File: src/design/chan_cfg_map.svh
// Field positions, reset values and timing counts of the channel block.
// Assumes a single 40 MHz clock; included by its bare name.
`ifndef CHAN_CFG_MAP_SVH
`define CHAN_CFG_MAP_SVH

// ----------------------------------------
// Channel mode fields
// ----------------------------------------
`define MODE_RESET       8'h00
`define MODE_AUXA_BIT    0
`define MODE_AUXB_BIT    1
`define MODE_DIODE2_BIT  2
`define MODE_RANGE5_BIT  3
`define MODE_ALERT0_BIT  4
`define MODE_ALERT1_BIT  5
`define MODE_ALERT2_BIT  6
`define MODE_ALERTS_BIT  7

// ----------------------------------------
// Timing
// ----------------------------------------
`define CLK_PERIOD_NS    25
`define CONV_PERIOD_NS   748000
`define DIODE_MEAS_NS    9600000
`define DIODE_AVG_COUNT  16
`define CONV_CYCLES      (`CONV_PERIOD_NS / `CLK_PERIOD_NS)
`define DIODE_SUB_CYCLES (`DIODE_MEAS_NS / `DIODE_AVG_COUNT / `CLK_PERIOD_NS)

`endif

File: src/design/chan_cfg_pkg.sv
// Types shared by the measurement channel sequencer and its bench.
// Assumes the constants of chan_cfg_map.svh.
package chan_cfg_pkg;

  // ----------------------------------------
  // Channels in round-robin order
  // ----------------------------------------
  typedef enum logic [3:0] {
    CH_DIODE1 = 4'h0,
    CH_12V    = 4'h1,
    CH_5V     = 4'h2,
    CH_CORE_A = 4'h3,
    CH_VCC    = 4'h4,
    CH_AUXA   = 4'h5,
    CH_AUXB   = 4'h6,
    CH_2V5    = 4'h7,
    CH_CORE_B = 4'h8,
    CH_DIODE2 = 4'h9
  } chan_t;

  // ----------------------------------------
  // Sequencer states, one-hot
  // ----------------------------------------
  typedef enum logic [3:0] {
    ST_IDLE    = 4'b0001,
    ST_SELECT  = 4'b0010,
    ST_CONVERT = 4'b0100,
    ST_STORE   = 4'b1000
  } seq_state_t;

endpackage : chan_cfg_pkg

File: src/design/period_tick.sv
// Slot timer: one-cycle tick a programmable number of cycles after restart.
// Assumes restart and period come from logic on the same clock.
`timescale 1ns/1ps
`default_nettype none
module period_tick #(
  parameter int W = 16
) (
  // Clock and reset
  input  wire logic         sys_clk,
  input  wire logic         srst,
  // Control
  input  wire logic         restart,
  input  wire logic [W-1:0] period,
  // Event
  output logic              tick
);
  logic [W-1:0] cnt_reg;
  logic [W-1:0] cnt_next;
  logic         busy_reg;
  logic         busy_next;

  always_comb begin
    tick      = busy_reg && (cnt_reg == period - W'(1));
    cnt_next  = cnt_reg + W'(1);
    busy_next = busy_reg && !tick;
    if (restart) begin
      cnt_next  = '0;
      busy_next = 1'b1;
    end
  end

  always_ff @(posedge sys_clk) begin
    if (srst) begin
      cnt_reg  <= '0;
      busy_reg <= 1'b0;
    end else begin
      cnt_reg  <= cnt_next;
      busy_reg <= busy_next;
    end
  end
endmodule : period_tick
`default_nettype wire

File: src/design/diode_avg.sv
// Averager for remote-diode samples, two's complement in and out.
// Assumes clr precedes the first add of each measurement.
`timescale 1ns/1ps
`default_nettype none
module diode_avg #(
  parameter int LOG2N = 4
) (
  // Clock and reset
  input  wire logic              sys_clk,
  input  wire logic              srst,
  // Samples
  input  wire logic              clr,
  input  wire logic              add,
  input  wire logic signed [7:0] sample,
  // Result
  output logic signed [7:0]      avg
);
  logic signed [7+LOG2N:0] acc_reg;
  logic signed [7+LOG2N:0] acc_next;

  always_comb begin
    acc_next = acc_reg;
    if (clr) begin
      acc_next = '0;
    end else if (add) begin
      acc_next = acc_reg + (8+LOG2N)'(sample);
    end
  end

  always_ff @(posedge sys_clk) begin
    if (srst) begin
      acc_reg <= '0;
    end else begin
      acc_reg <= acc_next;
    end
  end

  // Truncating shift: rounds toward minus infinity
  assign avg = acc_reg[7+LOG2N:LOG2N];
endmodule : diode_avg
`default_nettype wire

File: src/design/measurement_channel_config.sv
// Channel mode register and round-robin conversion sequencer of a hardware monitor.
// Assumes the SAR converter, analog mux and value registers sit outside on sys_clk.
//
// Functional notes
// [RQ1] Mode bits 0,1: tach or analog pin
// [RQ2] Mode bit 2: rails or second diode
// [RQ3] Mode bit 3: internal supply 3.3/5 V range
// [RQ4] Mode bit 7: code pins become alert inputs
// [RQ5] Mode bits 4-6 enable alerts 0-2
// [RQ6] Config2 bits 6,7 enable alerts 3,4
// [RQ7] Mode register resets to zero
// [RQ8] Dedicated channels ignore the mode register
// [RQ9] One shared 8-bit converter for all inputs
// [RQ10] Attenuated rails: nominal gives code 192
// [RQ11] One ordinary conversion every 748 us
// [RQ12] Diode result averages sixteen conversions, 9.6 ms
// [RQ13] Each enabled input measured, result stored
// [RQ14] Sequence repeats until start bit cleared
// [RQ15] Diode results stored two's complement
// [RQ16] Skip tach pins; bit 2 means diode
`timescale 1ns/1ps
`default_nettype none
`include "chan_cfg_map.svh"
module measurement_channel_config
  import chan_cfg_pkg::*;
#(
  parameter logic [15:0] CONV_CYCLES      = 16'(`CONV_CYCLES),
  parameter logic [15:0] DIODE_SUB_CYCLES = 16'(`DIODE_SUB_CYCLES)
) (
  // Clock and reset
  input  wire logic       sys_clk,
  input  wire logic       srst,
  // Register access
  input  wire logic       mode_wr,
  input  wire logic [7:0] mode_wdata,
  output logic [7:0]      mode_rdata,
  input  wire logic       start_en,
  input  wire logic [1:0] cfg2_alert_en,
  // Voltage-code pins
  input  wire logic [4:0] core_volt_pin,
  output logic [4:0]      core_volt_code,
  output logic [4:0]      ext_alert_in,
  // Pin functions
  output logic            tach_input_a,
  output logic            tach_input_b,
  output logic            second_diode_en,
  output logic            range_5v,
  // Converter
  output logic            conv_start,
  output logic [3:0]      mux_sel,
  output logic            atten_en,
  input  wire logic       conv_done,
  input  wire logic [7:0] conv_data,
  // Results
  output logic            result_wr,
  output logic [3:0]      result_chan,
  output logic [7:0]      result_data
);

  // ----------------------------------------
  // Mode register and pin functions
  // ----------------------------------------
  logic [7:0] mode_reg, mode_next;
  logic [4:0] pin_s1_reg, pin_s2_reg;
  logic [4:0] code_reg, code_next;
  logic [4:0] alert_reg, alert_next;
  logic [4:0] alert_en;
  logic [3:0] pinfn_reg, pinfn_next;

  always_comb begin
    mode_next = mode_reg;
    if (mode_wr) begin
      mode_next = mode_wdata;
    end
    alert_en = {cfg2_alert_en[1], cfg2_alert_en[0],                 // see [RQ6]
                mode_reg[`MODE_ALERT2_BIT], mode_reg[`MODE_ALERT1_BIT],
                mode_reg[`MODE_ALERT0_BIT]};                          // see [RQ5]
    if (mode_reg[`MODE_ALERTS_BIT]) begin                             // see [RQ4]
      code_next  = 5'h00;
      alert_next = pin_s2_reg & alert_en;
    end else begin
      code_next  = pin_s2_reg;
      alert_next = 5'h00;
    end
    pinfn_next = {mode_reg[`MODE_RANGE5_BIT],                          // see [RQ3]
                  mode_reg[`MODE_DIODE2_BIT],                          // see [RQ2]
                  !mode_reg[`MODE_AUXB_BIT], !mode_reg[`MODE_AUXA_BIT]}; // see [RQ1]
  end

  // Pins cross from outside, so two stages before use
  always_ff @(posedge sys_clk) begin
    pin_s1_reg <= core_volt_pin;
    pin_s2_reg <= pin_s1_reg;
  end

  always_ff @(posedge sys_clk) begin
    if (srst) begin
      mode_reg  <= `MODE_RESET;                                        // see [RQ7]
      code_reg  <= 5'h00;
      alert_reg <= 5'h00;
      pinfn_reg <= 4'h0;
    end else begin
      mode_reg  <= mode_next;
      code_reg  <= code_next;
      alert_reg <= alert_next;
      pinfn_reg <= pinfn_next;
    end
  end

  assign mode_rdata      = mode_reg;
  assign core_volt_code  = code_reg;
  assign ext_alert_in    = alert_reg;
  assign tach_input_a    = pinfn_reg[0];
  assign tach_input_b    = pinfn_reg[1];
  assign second_diode_en = pinfn_reg[2];
  assign range_5v        = pinfn_reg[3];

  // ----------------------------------------
  // Conversion sequencer
  // ----------------------------------------
  seq_state_t  state_reg, state_next;
  chan_t       chan_reg, chan_next;
  logic [3:0]  sub_reg, sub_next;
  logic [7:0]  sample_reg, sample_next;
  logic        cstart_reg, cstart_next;
  logic [3:0]  msel_reg, msel_next;
  logic        atten_reg, atten_next;
  logic        rwr_reg, rwr_next;
  logic [3:0]  rchan_reg, rchan_next;
  logic [7:0]  rdata_reg, rdata_next;
  logic        restart, tick, avg_clr, avg_add;
  logic        chan_on, is_diode;
  logic [7:0]  avg;
  logic [15:0] slot_len;

  // Dedicated channels always on; shared pins follow the mode bits
  always_comb begin
    case (chan_reg)
      CH_AUXA:   chan_on = mode_reg[`MODE_AUXA_BIT];                   // see [RQ16]
      CH_AUXB:   chan_on = mode_reg[`MODE_AUXB_BIT];                   // see [RQ16]
      CH_2V5:    chan_on = !mode_reg[`MODE_DIODE2_BIT];                // see [RQ2]
      CH_CORE_B: chan_on = !mode_reg[`MODE_DIODE2_BIT];                // see [RQ2]
      CH_DIODE2: chan_on = mode_reg[`MODE_DIODE2_BIT];                 // see [RQ16]
      default:   chan_on = 1'b1;                                       // see [RQ8]
    endcase
    is_diode = (chan_reg == CH_DIODE1) || (chan_reg == CH_DIODE2);
    slot_len = is_diode ? DIODE_SUB_CYCLES : CONV_CYCLES;              // see [RQ11]
  end

  always_comb begin
    state_next  = state_reg;
    chan_next   = chan_reg;
    sub_next    = sub_reg;
    sample_next = conv_done ? conv_data : sample_reg;                  // see [RQ9]
    cstart_next = 1'b0;
    msel_next   = msel_reg;
    atten_next  = atten_reg;
    rwr_next    = 1'b0;
    rchan_next  = rchan_reg;
    rdata_next  = rdata_reg;
    restart     = 1'b0;
    avg_clr     = 1'b0;
    avg_add     = 1'b0;
    case (state_reg)
      ST_IDLE: begin
        if (start_en) begin
          chan_next  = CH_DIODE1;
          state_next = ST_SELECT;
        end
      end
      ST_SELECT: begin
        if (!start_en) begin
          state_next = ST_IDLE;                                        // see [RQ14]
        end else if (chan_on) begin
          cstart_next = 1'b1;
          msel_next   = chan_reg;
          // Rails other than aux and diodes go through an attenuator
          atten_next  = !is_diode && chan_reg != CH_AUXA
                        && chan_reg != CH_AUXB;                        // see [RQ10]
          restart     = 1'b1;
          avg_clr     = 1'b1;
          sub_next    = 4'h0;
          state_next  = ST_CONVERT;
        end else begin
          chan_next = (chan_reg == CH_DIODE2) ? CH_DIODE1
                                              : chan_t'(chan_reg + 4'h1); // see [RQ16]
        end
      end
      ST_CONVERT: begin
        if (tick) begin
          if (is_diode) begin
            avg_add = 1'b1;                                            // see [RQ12]
            if (sub_reg == 4'(`DIODE_AVG_COUNT - 1)) begin
              state_next = ST_STORE;
            end else begin
              sub_next    = sub_reg + 4'h1;
              cstart_next = 1'b1;
              restart     = 1'b1;
            end
          end else begin
            state_next = ST_STORE;
          end
        end
      end
      ST_STORE: begin
        rwr_next   = 1'b1;                                             // see [RQ13]
        rchan_next = chan_reg;
        rdata_next = is_diode ? avg : sample_reg;                      // see [RQ15]
        chan_next  = (chan_reg == CH_DIODE2) ? CH_DIODE1
                                             : chan_t'(chan_reg + 4'h1);
        // Start bit is checked again at the next channel
        state_next = ST_SELECT;                                        // see [RQ14]
      end
      default: begin
        state_next = ST_IDLE;
      end
    endcase
  end

  always_ff @(posedge sys_clk) begin
    if (srst) begin
      state_reg  <= ST_IDLE;
      chan_reg   <= CH_DIODE1;
      sub_reg    <= 4'h0;
      sample_reg <= 8'h00;
      cstart_reg <= 1'b0;
      msel_reg   <= 4'h0;
      atten_reg  <= 1'b0;
      rwr_reg    <= 1'b0;
      rchan_reg  <= 4'h0;
      rdata_reg  <= 8'h00;
    end else begin
      state_reg  <= state_next;
      chan_reg   <= chan_next;
      sub_reg    <= sub_next;
      sample_reg <= sample_next;
      cstart_reg <= cstart_next;
      msel_reg   <= msel_next;
      atten_reg  <= atten_next;
      rwr_reg    <= rwr_next;
      rchan_reg  <= rchan_next;
      rdata_reg  <= rdata_next;
    end
  end

  period_tick #(.W(16)) u_slot (
    .sys_clk (sys_clk),
    .srst    (srst),
    .restart (restart),
    .period  (slot_len),
    .tick    (tick)
  );

  diode_avg #(.LOG2N(4)) u_avg (
    .sys_clk (sys_clk),
    .srst    (srst),
    .clr     (avg_clr),
    .add     (avg_add),
    .sample  (sample_reg),
    .avg     (avg)
  );

  assign conv_start  = cstart_reg;
  assign mux_sel     = msel_reg;
  assign atten_en    = atten_reg;
  assign result_wr   = rwr_reg;
  assign result_chan = rchan_reg;
  assign result_data = rdata_reg;

  // ----------------------------------------
  // Checks
  // ----------------------------------------
  logic [15:0] slot_cnt_reg;
  logic [4:0]  starts_reg;
  logic [2:0]  rst_hist_reg;

  always_ff @(posedge sys_clk) begin
    slot_cnt_reg <= cstart_reg ? 16'h0001 : slot_cnt_reg + 16'h0001;
    rst_hist_reg <= {rst_hist_reg[1:0], srst};
    if (srst || rwr_reg) begin
      starts_reg <= 5'h00;
    end else if (cstart_reg) begin
      starts_reg <= starts_reg + 5'h01;
    end
  end
endmodule : measurement_channel_config
`default_nettype wire

File: config.mk
export PLATFORM = sky130hd
export DESIGN_NAME = measurement_channel_config
export DESIGN_NICKNAME = d
export VERILOG_FILES = /design/src/design/chan_cfg_pkg.sv /design/src/design/period_tick.sv /design/src/design/diode_avg.sv /design/src/design/measurement_channel_config.sv
export VERILOG_INCLUDE_DIRS = /design/src /design/src/design
export SDC_FILE = /design/constraint.sdc
export NUM_CORES = 1
export LEC_CHECK = 0
export BUFFER_PORTS_ARGS = -buffer_cell sky130_fd_sc_hd__buf_4
export CAP_MARGIN = 20
export CORE_MARGIN = 10
export CORE_UTILIZATION = 63
export CTS_BUF_LIST = sky130_fd_sc_hd__clkbuf_8
export DETAILED_ROUTE_END_ITERATION = 8
export HOLD_SLACK_MARGIN = 0.15
export PLACE_DENSITY = 0.94
export REMOVE_ABC_BUFFERS = 1
export SYNTH_ARGS = -nofsm -noshare
export SYNTH_HDL_FRONTEND = slang
export SYNTH_SLANG_ARGS = --single-unit
File: constraint.sdc
create_clock -name sys_clk -period 3.94 [get_ports sys_clk]
set_clock_uncertainty 0.1 [all_clocks]
set_input_delay 0.591 -clock sys_clk [delete_from_list [all_inputs] [get_ports sys_clk]]
set_output_delay 0.591 -clock sys_clk [all_outputs]
set_load 0.1 [all_outputs]
==> results.toml, run 1 <==
[grt]
grt_pass1_vias = 3482
grt_pass1_wl_um = 16400
track_usage = 0.193
overflow = 0
antenna_found_initial = 0
grt_max_degree = 52

[clock_tree]
cts-root-buf = "clkbuf_8"
worstSkewPairLatency_ns = 0.38
cts_htree_levels = 3
cts_setup_buffers = 0
path_clk_slew_ns = 0.11
cts_num_sinks = 100
clockBufferDepth = 2
cts_buffers = 9
cts_resized = 0
cts_hold_buf = 0
cts_tree = "yes"

[critical_path]
cp.required_ns = 4.17
startpoint_type = "register"
worstPathMaxFanout = 17
path_class = "reg2reg"
rrSetupSlack_ns = 1.15
endpoint_kind = "register"
arrival_ns = 3.02

[detailed_routing]
drt-vias-per-instance = 5.97
drtIter0Drc = 194
ant_nets = 0
drc = 0
wl_met1_um = 4320
wl_met2_um = 5210
highest_layer = "met4"
wl_met3_um = 718
num_vias = 3667
wl_um = 10500
drtPass1Iterations = 4
wl_per_cell_um = 17.1

[timing]
fin_crit_sh = 0.709
worstMarginPinSlew_ns = 0.744
whs_ns = 0.200
max_freq_mhz = 358
setup-tns-final_ns = 0
fin_crit_ns = 2.79
rsz0062_at_grt = "no"
relSlewSlack = 0.501
final-hold-violation-count = 0
drv_slew = 0
finalSetupViolations = 0

[final_layout]
largest_register_ffs = 16
drive_gt1_frac = 0.187
stdcell_area_um2 = 5080
area_growth_pct = 16.4
design.final.nets = 571
n_antenna_cell = 0
final_cells = 614

[yosys]
synth_area_um2 = 4370
synthArstFlopShare = 0
syn_avg_cell_area_um2 = 9.25
syn_inst = 472
synth-xor-area-share = 0.0341
synthSimpleGateAreaFrac = 0.234
synth_ff_type = "dfxtp_1"
synth_adder_area_share = 0.0418
muxShareOfSynthArea = 0.0737
synth_compound_area_frac = 0.122
synth_top_family_by_area = "simple AND/OR/NAND/NOR gates"
synth_edf_count = 0
ys_types = 67
yosysWarnings = 0
yosysSeqAreaShare = 0.459
synth_seq_cells = 100

[die]
core_um2 = 6760
die_w_um = 103
row_count = 30
start_util = 0.646
io_pins = 69
die_h_um = 103
dieArea_um2 = 10700

[flow_run]
cap_viol_max_count = 0

[placement]
dp.cells = 598
gp_congestion = 0.871
dpl.hpwl_um = 7610
port_buffers = 68
place_area_um2 = 4870

[run_status]
status = "finished clean"

[worst_hold_path]
min_path_type = "in2reg"

[power_and_ir_drop]
power_density_nw_per_um2 = 377
p_total_uw = 1920
p_leak_uw = 0.00212
vdd_drop_max_v = 0.000169
placed cells by master, fill, tap and decap left out, types with 3 or more instances in the layout:
cell type    n
inv_1       11
xnor2_1      6
inv_8        3
xor2_1      11
nand3b_1     4
nand2_1     38
a21o_1       3
and4_1       3
nand3_1     13
clkbuf_8     9
nand4_1      3
nand2b_1     7
ha_1        13
o21ai_0     13
dfxtp_1    100
nor3b_1      3
nor2b_1      6
and2_1      10
and3_1      11
nor3_1       6
a211oi_1     9
a21oi_1     28
buf_4       69
mux2i_1     31
nor2_1      68
per-stage QoR:
step / util / worst slack, ns
after CTS: 0.752 / 1.18
final: 0.752 / 1.15
after detailed placement: 0.721 / 1.23
after global routing: 0.752 / 0.883
after global placement: 0.721 / 1.33
after floorplan: - / 1.32
report_power, final:
| part | internal [µW] | switching (µW) | leakage (µW) | total [µW] |
|---|---|---|---|---|
| Combinational | 56.4 | 130 | 0.00120 | 187 |
| Sequential | 1040 | 19.6 | 0.000816 | 1060 |
| Clock | 260 | 416 | 0.000106 | 676 |
| Total | 1350 | 566 | 0.00212 | 1920 |
cell families (layout without fill, tap and decap cells):
logic type,count (synthesis),after routing
flip-flops,100,100
buffers and inverters,34,96
multiplexers,32,32
XOR/XNOR,17,17
adder cells (fa/ha/maj),14,14
AND/OR/NAND/NOR,197,197
AO/OA/AOI/OAI,78,78
cell usage after synthesis, types with 3 or more instances:
cell type  count  area share
clkbuf_1      11      0.0095
a21oi_1       28       0.032
dfxtp_1      100        0.46
a21o_1         3      0.0052
nand3b_1       4      0.0069
buf_4          4      0.0069
a211oi_1       9       0.015
inv_1         11      0.0095
nand2_1       38       0.033
nor3b_1        3      0.0052
xor2_1        11       0.022
nor2_1        68       0.058
ha_1          13       0.037
nor2b_1        6      0.0086
nand3_1       13       0.015
and4_1         3      0.0060
xnor2_1        6       0.012
and3_1        11       0.016
mux2i_1       31       0.071
nor3_1         7      0.0080
nand4_1        3      0.0043
and2_1        10       0.014
nand2b_1       7       0.010
buf_2          5      0.0057
o21ai_0       13       0.015
metal layers:
layer | track usage | vias up
li1 | - | 1764
met5 | 0 | -
met3 | 0.0425 | 22
met4 | 0.0834 | 0
met2 | 0.327 | 123
met1 | 0.230 | 1758
worst max-delay path, stage by stage (launching register included):
cell and delay (ns):
dfxtp_1 0.66, xor2_1 0.18, or2_1 0.43, nand4bb_1 0.78
o31a_1 0.52, nor2_1 0.07
worst paths after layout:
kind,end,depth (start not counted),start
worst max-delay path,u_avg.acc_reg[6],5,chan_reg[0]
worst min-delay path,pin_s1_reg[2],1,core_volt_pin[2]
worst max register to register,u_avg.acc_reg[6],5,chan_reg[0]
worst min register to register,pin_s2_reg[0],0,pin_s1_reg[0]
area by class of cell:
| type | instances | area [µm²] |
|---|---|---|
| Fill cell | 453 | 1680 |
| Clock inverter | 7 | 83.8 |
| Inverter | 11 | 41.3 |
| Clock buffer | 9 | 124 |
| Timing Repair Buffer | 69 | 518 |
| Multi-Input combinational cell | 338 | 2210 |
| Sequential cell | 100 | 2000 |
| Tap cell | 80 | 100 |
Note: power is estimated with default switching activity, not from simulation.
==> run 2: changes to the inputs <==
- ABC_AREA: not set -> 1
- CORE_UTILIZATION: 63 -> 53
- PLACE_DENSITY: 0.94 -> 0.85
- clock period: 3.94 -> 2.4 ns (I/O delays scaled with it)
==> run 2 against run 1 <==
Effect of this change: sequential power is 69% higher; first-iteration DRC count rose by 49%; setup slack worse by 0.86 ns; final cell count is 26% higher; largest cell class unchanged; highest routed layer unchanged.
==> results.toml, run 2 <==
[die]
start_util = 0.550
core_um2 = 8300
io_pins = 69
dieArea_um2 = 12700
row_count = 33
die_w_um = 113
die_h_um = 113

[grt]
overflow = 0
grt_pass1_wl_um = 19100
grt_pass1_vias = 4029
track_usage = 0.177
grt_max_degree = 24
antenna_found_initial = 0

[critical_path]
startpoint_type = "register"
path_cells = "ha_1, nand2_1, nor2_1, nand2_1, nor2_1, nand4_1, nor2_4, buf_4, o21ai_0, a21oi_1"
endpoint_kind = "register"
crit_buf_inv = 1
crit_family = "simple AND/OR/NAND/NOR gates"
cp.required_ns = 2.62
worstPathMaxFanout = 8
arrival_ns = 2.34
critPathSlowestCell = "dfxtp_1"
max_stage_delay_ns = 0.37
path_class = "reg2reg"

[detailed_routing]
num_vias = 4136
wl_um = 11300
drt-vias-per-instance = 5.34
drtIter0Drc = 290
wl_per_cell_um = 14.5
drc = 0
drtPass1Iterations = 5
ant_nets = 0

[placement]
port_buffers = 68
dpl.hpwl_um = 8070
place_area_um2 = 5140
dp.cells = 737
gp_congestion = 0.887

[final_layout]
mostFrequentLayoutCell = "dfxtp_1"
design.final.nets = 707
multi_input_area_um2 = 2260
largest_register_ffs = 16
stdcell_area_um2 = 5560
mostFrequentLayoutCells = "dfxtp_1, nand2_1, nor2_1"
drive_gt1_frac = 0.194
n_antenna_cell = 0
regArea_um2 = 2000
final_cells = 775
num-fill-cells = 632
area_growth_pct = 21.9
final_util = 0.670

[clock_tree]
worstSkewPairLatency_ns = 0.38
cts-root-buf = "clkbuf_8"
cts_tree = "yes"
path_clk_slew_ns = 0.12
cts_buffers = 9
cts_num_sinks = 100
cts_htree_levels = 3
clockBufferDepth = 2

[timing]
rsz0062_at_grt = "no"
relSlewSlack = 0.735
fin_crit_ns = 2.12
worstMarginPinSlew_ns = 0.398
finalSetupViolations = 0
max_freq_mhz = 472
fin_crit_sh = 0.882
final-hold-violation-count = 0
drv_slew = 0

[yosys]
synth_common_cells = "dfxtp_1, nand2_1, nor2_1, inv_1, o21ai_0"
yosysTopAreaCellShare = 0.439
synth_ff_type = "dfxtp_1"
synth_area_leaders = "dfxtp_1, nand2_1, nor2_1"
ys_types = 38
yosysTopAreaCell = "dfxtp_1"
yosysSeqAreaShare = 0.439
synthArstFlopShare = 0
synth_area_um2 = 4560
synth_edf_count = 0
syn_avg_cell_area_um2 = 7.95
syn_inst = 574
synthMostInstantiatedCell = "dfxtp_1"
yosysWarnings = 0
synth_seq_cells = 100

[power_and_ir_drop]
p_switching_uw = 1240
clock_power_share = 0.298
power_density_nw_per_um2 = 646
vdd_drop_max_v = 0.000285
p_total_uw = 3590
seqPwrFrac = 0.498
power_switching_share = 0.345
p_leak_uw = 0.00243
p_comb_frac = 0.205
p_int_uw = 2350

[flow_run]
cap_viol_max_count = 0

[worst_hold_path]
min_path_type = "in2reg"

[run_status]
status = "finished clean"
==> run 2: per-stage QoR <==
step / TNS [ns] / hold slack, ns / setup slack, ns
3_3_place_gp: 0 / 0.211 / 0.348
2_1_floorplan: -0.0200 / 0.210 / -0.0200
5_1_grt: 0 / 0.189 / 0.0499
4_1_cts: 0 / 0.176 / 0.187
3_5_place_dp: 0 / 0.215 / 0.217
6_report: 0 / 0.180 / 0.284
==> run 2: power by group through the flow <==
stage	clock (µW)	sequential [µW]	combinational [µW]
CTS	1080	1780	722
finish	1070	1790	734
global placement	0	1820	679
detailed placement	0	1820	694
global route	1160	1800	793
floorplan	0	1960	384
==> run 2: worst paths after layout <==
path         depth (start not counted)                to  slack [ns]         startpoint
min                                  3     sample_reg[7]        0.18       conv_data[7]
max                                 10  u_avg.acc_reg[3]        0.28  u_slot.cnt_reg[0]
min reg2reg                          0     pin_s2_reg[3]        0.23      pin_s1_reg[3]
max reg2reg                         10  u_avg.acc_reg[3]        0.28  u_slot.cnt_reg[0]
==> run 2: repair_timing <==
action / 4_1_cts / 5_1_grt
endpoints found under the setup margin: 0 / 10
buffers inserted: 0 / 3
endpoints found under the hold margin: 19 / 0
hold buffers: 19 / 0
gates resized for setup: 0 / 1
==> run 2: layer usage <==
layer / share of wire / track usage
met1: 0.42 / 0.205
met2: 0.50 / 0.308
met3: 0.069 / 0.0444
met4: 0.019 / 0.0626
met5: 0 / 0
==> run 2: area by class of cell <==
type	instances	area share
multi-input cells	405	0.407
flip-flops and latches	100	0.360
repair buffers	93	0.134
inverters	56	0.0396
well taps	105	0.0236
clock buffers	9	0.0223
clock inverters	7	0.0133
==> run 2: worst register-to-register path, delay by kind of cell (launching register included) <==
family                   cells  cell delay [ns]
buffers and inverters        1             0.18
AND/OR/NAND/NOR              6             1.02
adder cells (fa/ha/maj)      1             0.19
AO/OA/AOI/OAI                2             0.21
flip-flops                   1             0.37
==> run 2: kinds of logic after synthesis <==
kind of cell / share of synthesized area
simple gates: 0.296
compound gates: 0.117
flops: 0.439
buf+inv: 0.0675
xor+xnor: 0.0403
fa+ha+maj: 0.0400
==> run 3: changes to the inputs <==
==> constraint.sdc (replaced) <==
create_clock -name sys_clk -period 2.4 [get_ports sys_clk]
set_clock_uncertainty 0.1 [all_clocks]
set_input_delay 0.12 -clock sys_clk [delete_from_list [all_inputs] [get_ports sys_clk]]
set_output_delay 0.12 -clock sys_clk [all_outputs]
set_load 0.1 [all_outputs]
==> run 3 against run 2 <==
Effect of this change: register-to-register slack worse by 0.12 ns; wire length is 15% higher; power grew 2.0%; sequential share of layout area shrank 1.8 points; die area did not move; core utilization rose by 3.6 points; via count rose by 6.7%; clock power hardly changed; critical path type is now in2reg; global-route usage grew 2.0 points.
==> results.toml, run 3 (synthesized netlist as in run 2, its figures left out) <==
[clock_tree]
cts_tree = "yes"
cts-root-buf = "clkbuf_8"
cts_buffers = 9
cts_htree_levels = 3
path_clk_slew_ns = 0.11
cts_num_sinks = 100
worstSkewPairLatency_ns = 0.38
clockBufferDepth = 2

[critical_path]
rrSetupSlack_ns = 0.16
path_class = "in2reg"
worstPathMaxFanout = 23
max_stage_delay_ns = 0.58
path_cells = "dlygate4sd3_1, buf_4, inv_1, buf_4, o21ai_0, nor2_1, dlygate4sd3_1"
crit_buf_inv = 5
crit_family = "buffers and inverters"
endpoint_kind = "register"
critPathSlowestCell = "dlygate4sd3_1"
startpoint_type = "primary input"
cp.required_ns = 2.63
worst_r2r_endpoint = "u_avg.acc_reg[6]"
arrival_ns = 2.48
r2r_start = "chan_reg[1]"
ff2ff_path_depth = 10

[worst_hold_path]
min_to = "pin_s2_reg[3]"
hp-start = "pin_s1_reg[3]"
hold_depth = 0
min_path_type = "reg2reg"

[power_and_ir_drop]
p_total_uw = 3660
power_density_nw_per_um2 = 625
p_leak_uw = 0.00259
vdd_drop_max_v = 0.000319

[final_layout]
design.final.nets = 736
mostFrequentLayoutCells = "dfxtp_1, nand2_1, nor2_1"
regArea_um2 = 2000
largest_register_ffs = 16
mostFrequentLayoutCell = "dfxtp_1"
area_growth_pct = 28.4
num-fill-cells = 541
drive_gt1_frac = 0.180
stdcell_area_um2 = 5860
multi_input_area_um2 = 2260

[placement]
gp_congestion = 0.878
dpl.hpwl_um = 8110
place_ws_ns = 0.235
place_area_um2 = 5140
port_buffers = 68

[detailed_routing]
num_vias = 4412
wl_per_cell_um = 16.1
drtIter0Drc = 300
wl_um = 12900
drtPass1Iterations = 5
drt-vias-per-instance = 5.48
drc = 0
ant_nets = 0

[timing]
finalSetupViolations = 0
fin_ws_ns = 0.148
final-hold-violation-count = 0
relSlewSlack = 0.711
drv_slew = 0
max_freq_mhz = 444
worstMarginPinSlew_ns = 0.434
fin_crit_sh = 0.938
fin_crit_ns = 2.25
whs_ns = 0.237
rsz0062_at_grt = "no"

[grt]
track_usage = 0.197
grt_max_degree = 24
grt_pass1_vias = 4343
antenna_found_initial = 1
grt_pass1_wl_um = 21000
overflow = 0

[die]
start_util = 0.550
dieArea_um2 = 12700
io_pins = 69
die_h_um = 113
core_um2 = 8300
row_count = 33
die_w_um = 113

[run_status]
status = "finished clean"

[flow_run]
cap_viol_max_count = 0
==> run 3: changes by cell type in the layout (fill, tap and decap cells not counted) <==
cell,delta
dlygate4sd3_1,+33
buf_4,-4
inv_6,-2
clkinv_4,+1
clkinv_8,-1
clkinvlp_4,+1
diode_2,+1
inv_8,+1
==> run 3: worst max path at each step <==
| stage | startpoint | end | slack, ns | depth (start not counted) |
|---|---|---|---|---|
| after floorplan | state_reg[1] | chan_reg[1] | -0.02 | 8 |
| after global placement | chan_reg[1] | u_avg.acc_reg[10] | 0.35 | 10 |
| after detailed placement | chan_reg[1] | u_avg.acc_reg[3] | 0.24 | 10 |
| after CTS | chan_reg[1] | u_avg.acc_reg[6] | 0.16 | 10 |
| after global routing | chan_reg[1] | u_avg.acc_reg[6] | 0.004 | 10 |
| final | srst | sample_reg[5] | 0.15 | 7 |
==> run 3: layer usage <==
layer,vias to the layer above,share of wire,GRT usage
met5,-,0,0
met4,0,0.047,0.124
met3,52,0.076,0.0523
met2,204,0.49,0.325
met1,2039,0.39,0.221
li1,2117,-,-
==> run 3: through the flow <==
step	utilization	setup TNS [ns]	std cells
after floorplan	-	-0.0200	561
after global placement	0.619	0	736
after detailed placement	0.619	0	736
after CTS	0.705	0	804
after global routing	0.706	0	805
final	0.706	0	805
==> run 3: power by group <==
group	total, µW	internal [µW]	switching, µW
clock network	1070	406	661
registers	1790	1730	65.4
logic	804	253	551
==> run 3: final cells by class <==
type / instances / share of cell area
clock inverter: 7 / 0.0115
sequential: 100 / 0.342
timing repair buffer: 122 / 0.179
antenna: 1 / 0.000427
tap: 105 / 0.0224
multi-input combinational: 405 / 0.387
inverter: 56 / 0.0376
clock buffer: 9 / 0.0211
==> run 3: repair_timing <==
action | 4_1_cts | 5_1_grt
resized for setup | 0 | 1
setup endpoints to repair | 0 | 12
hold buffers | 52 | 0
buffers inserted | 0 | 0
hold endpoints to repair | 43 | 0
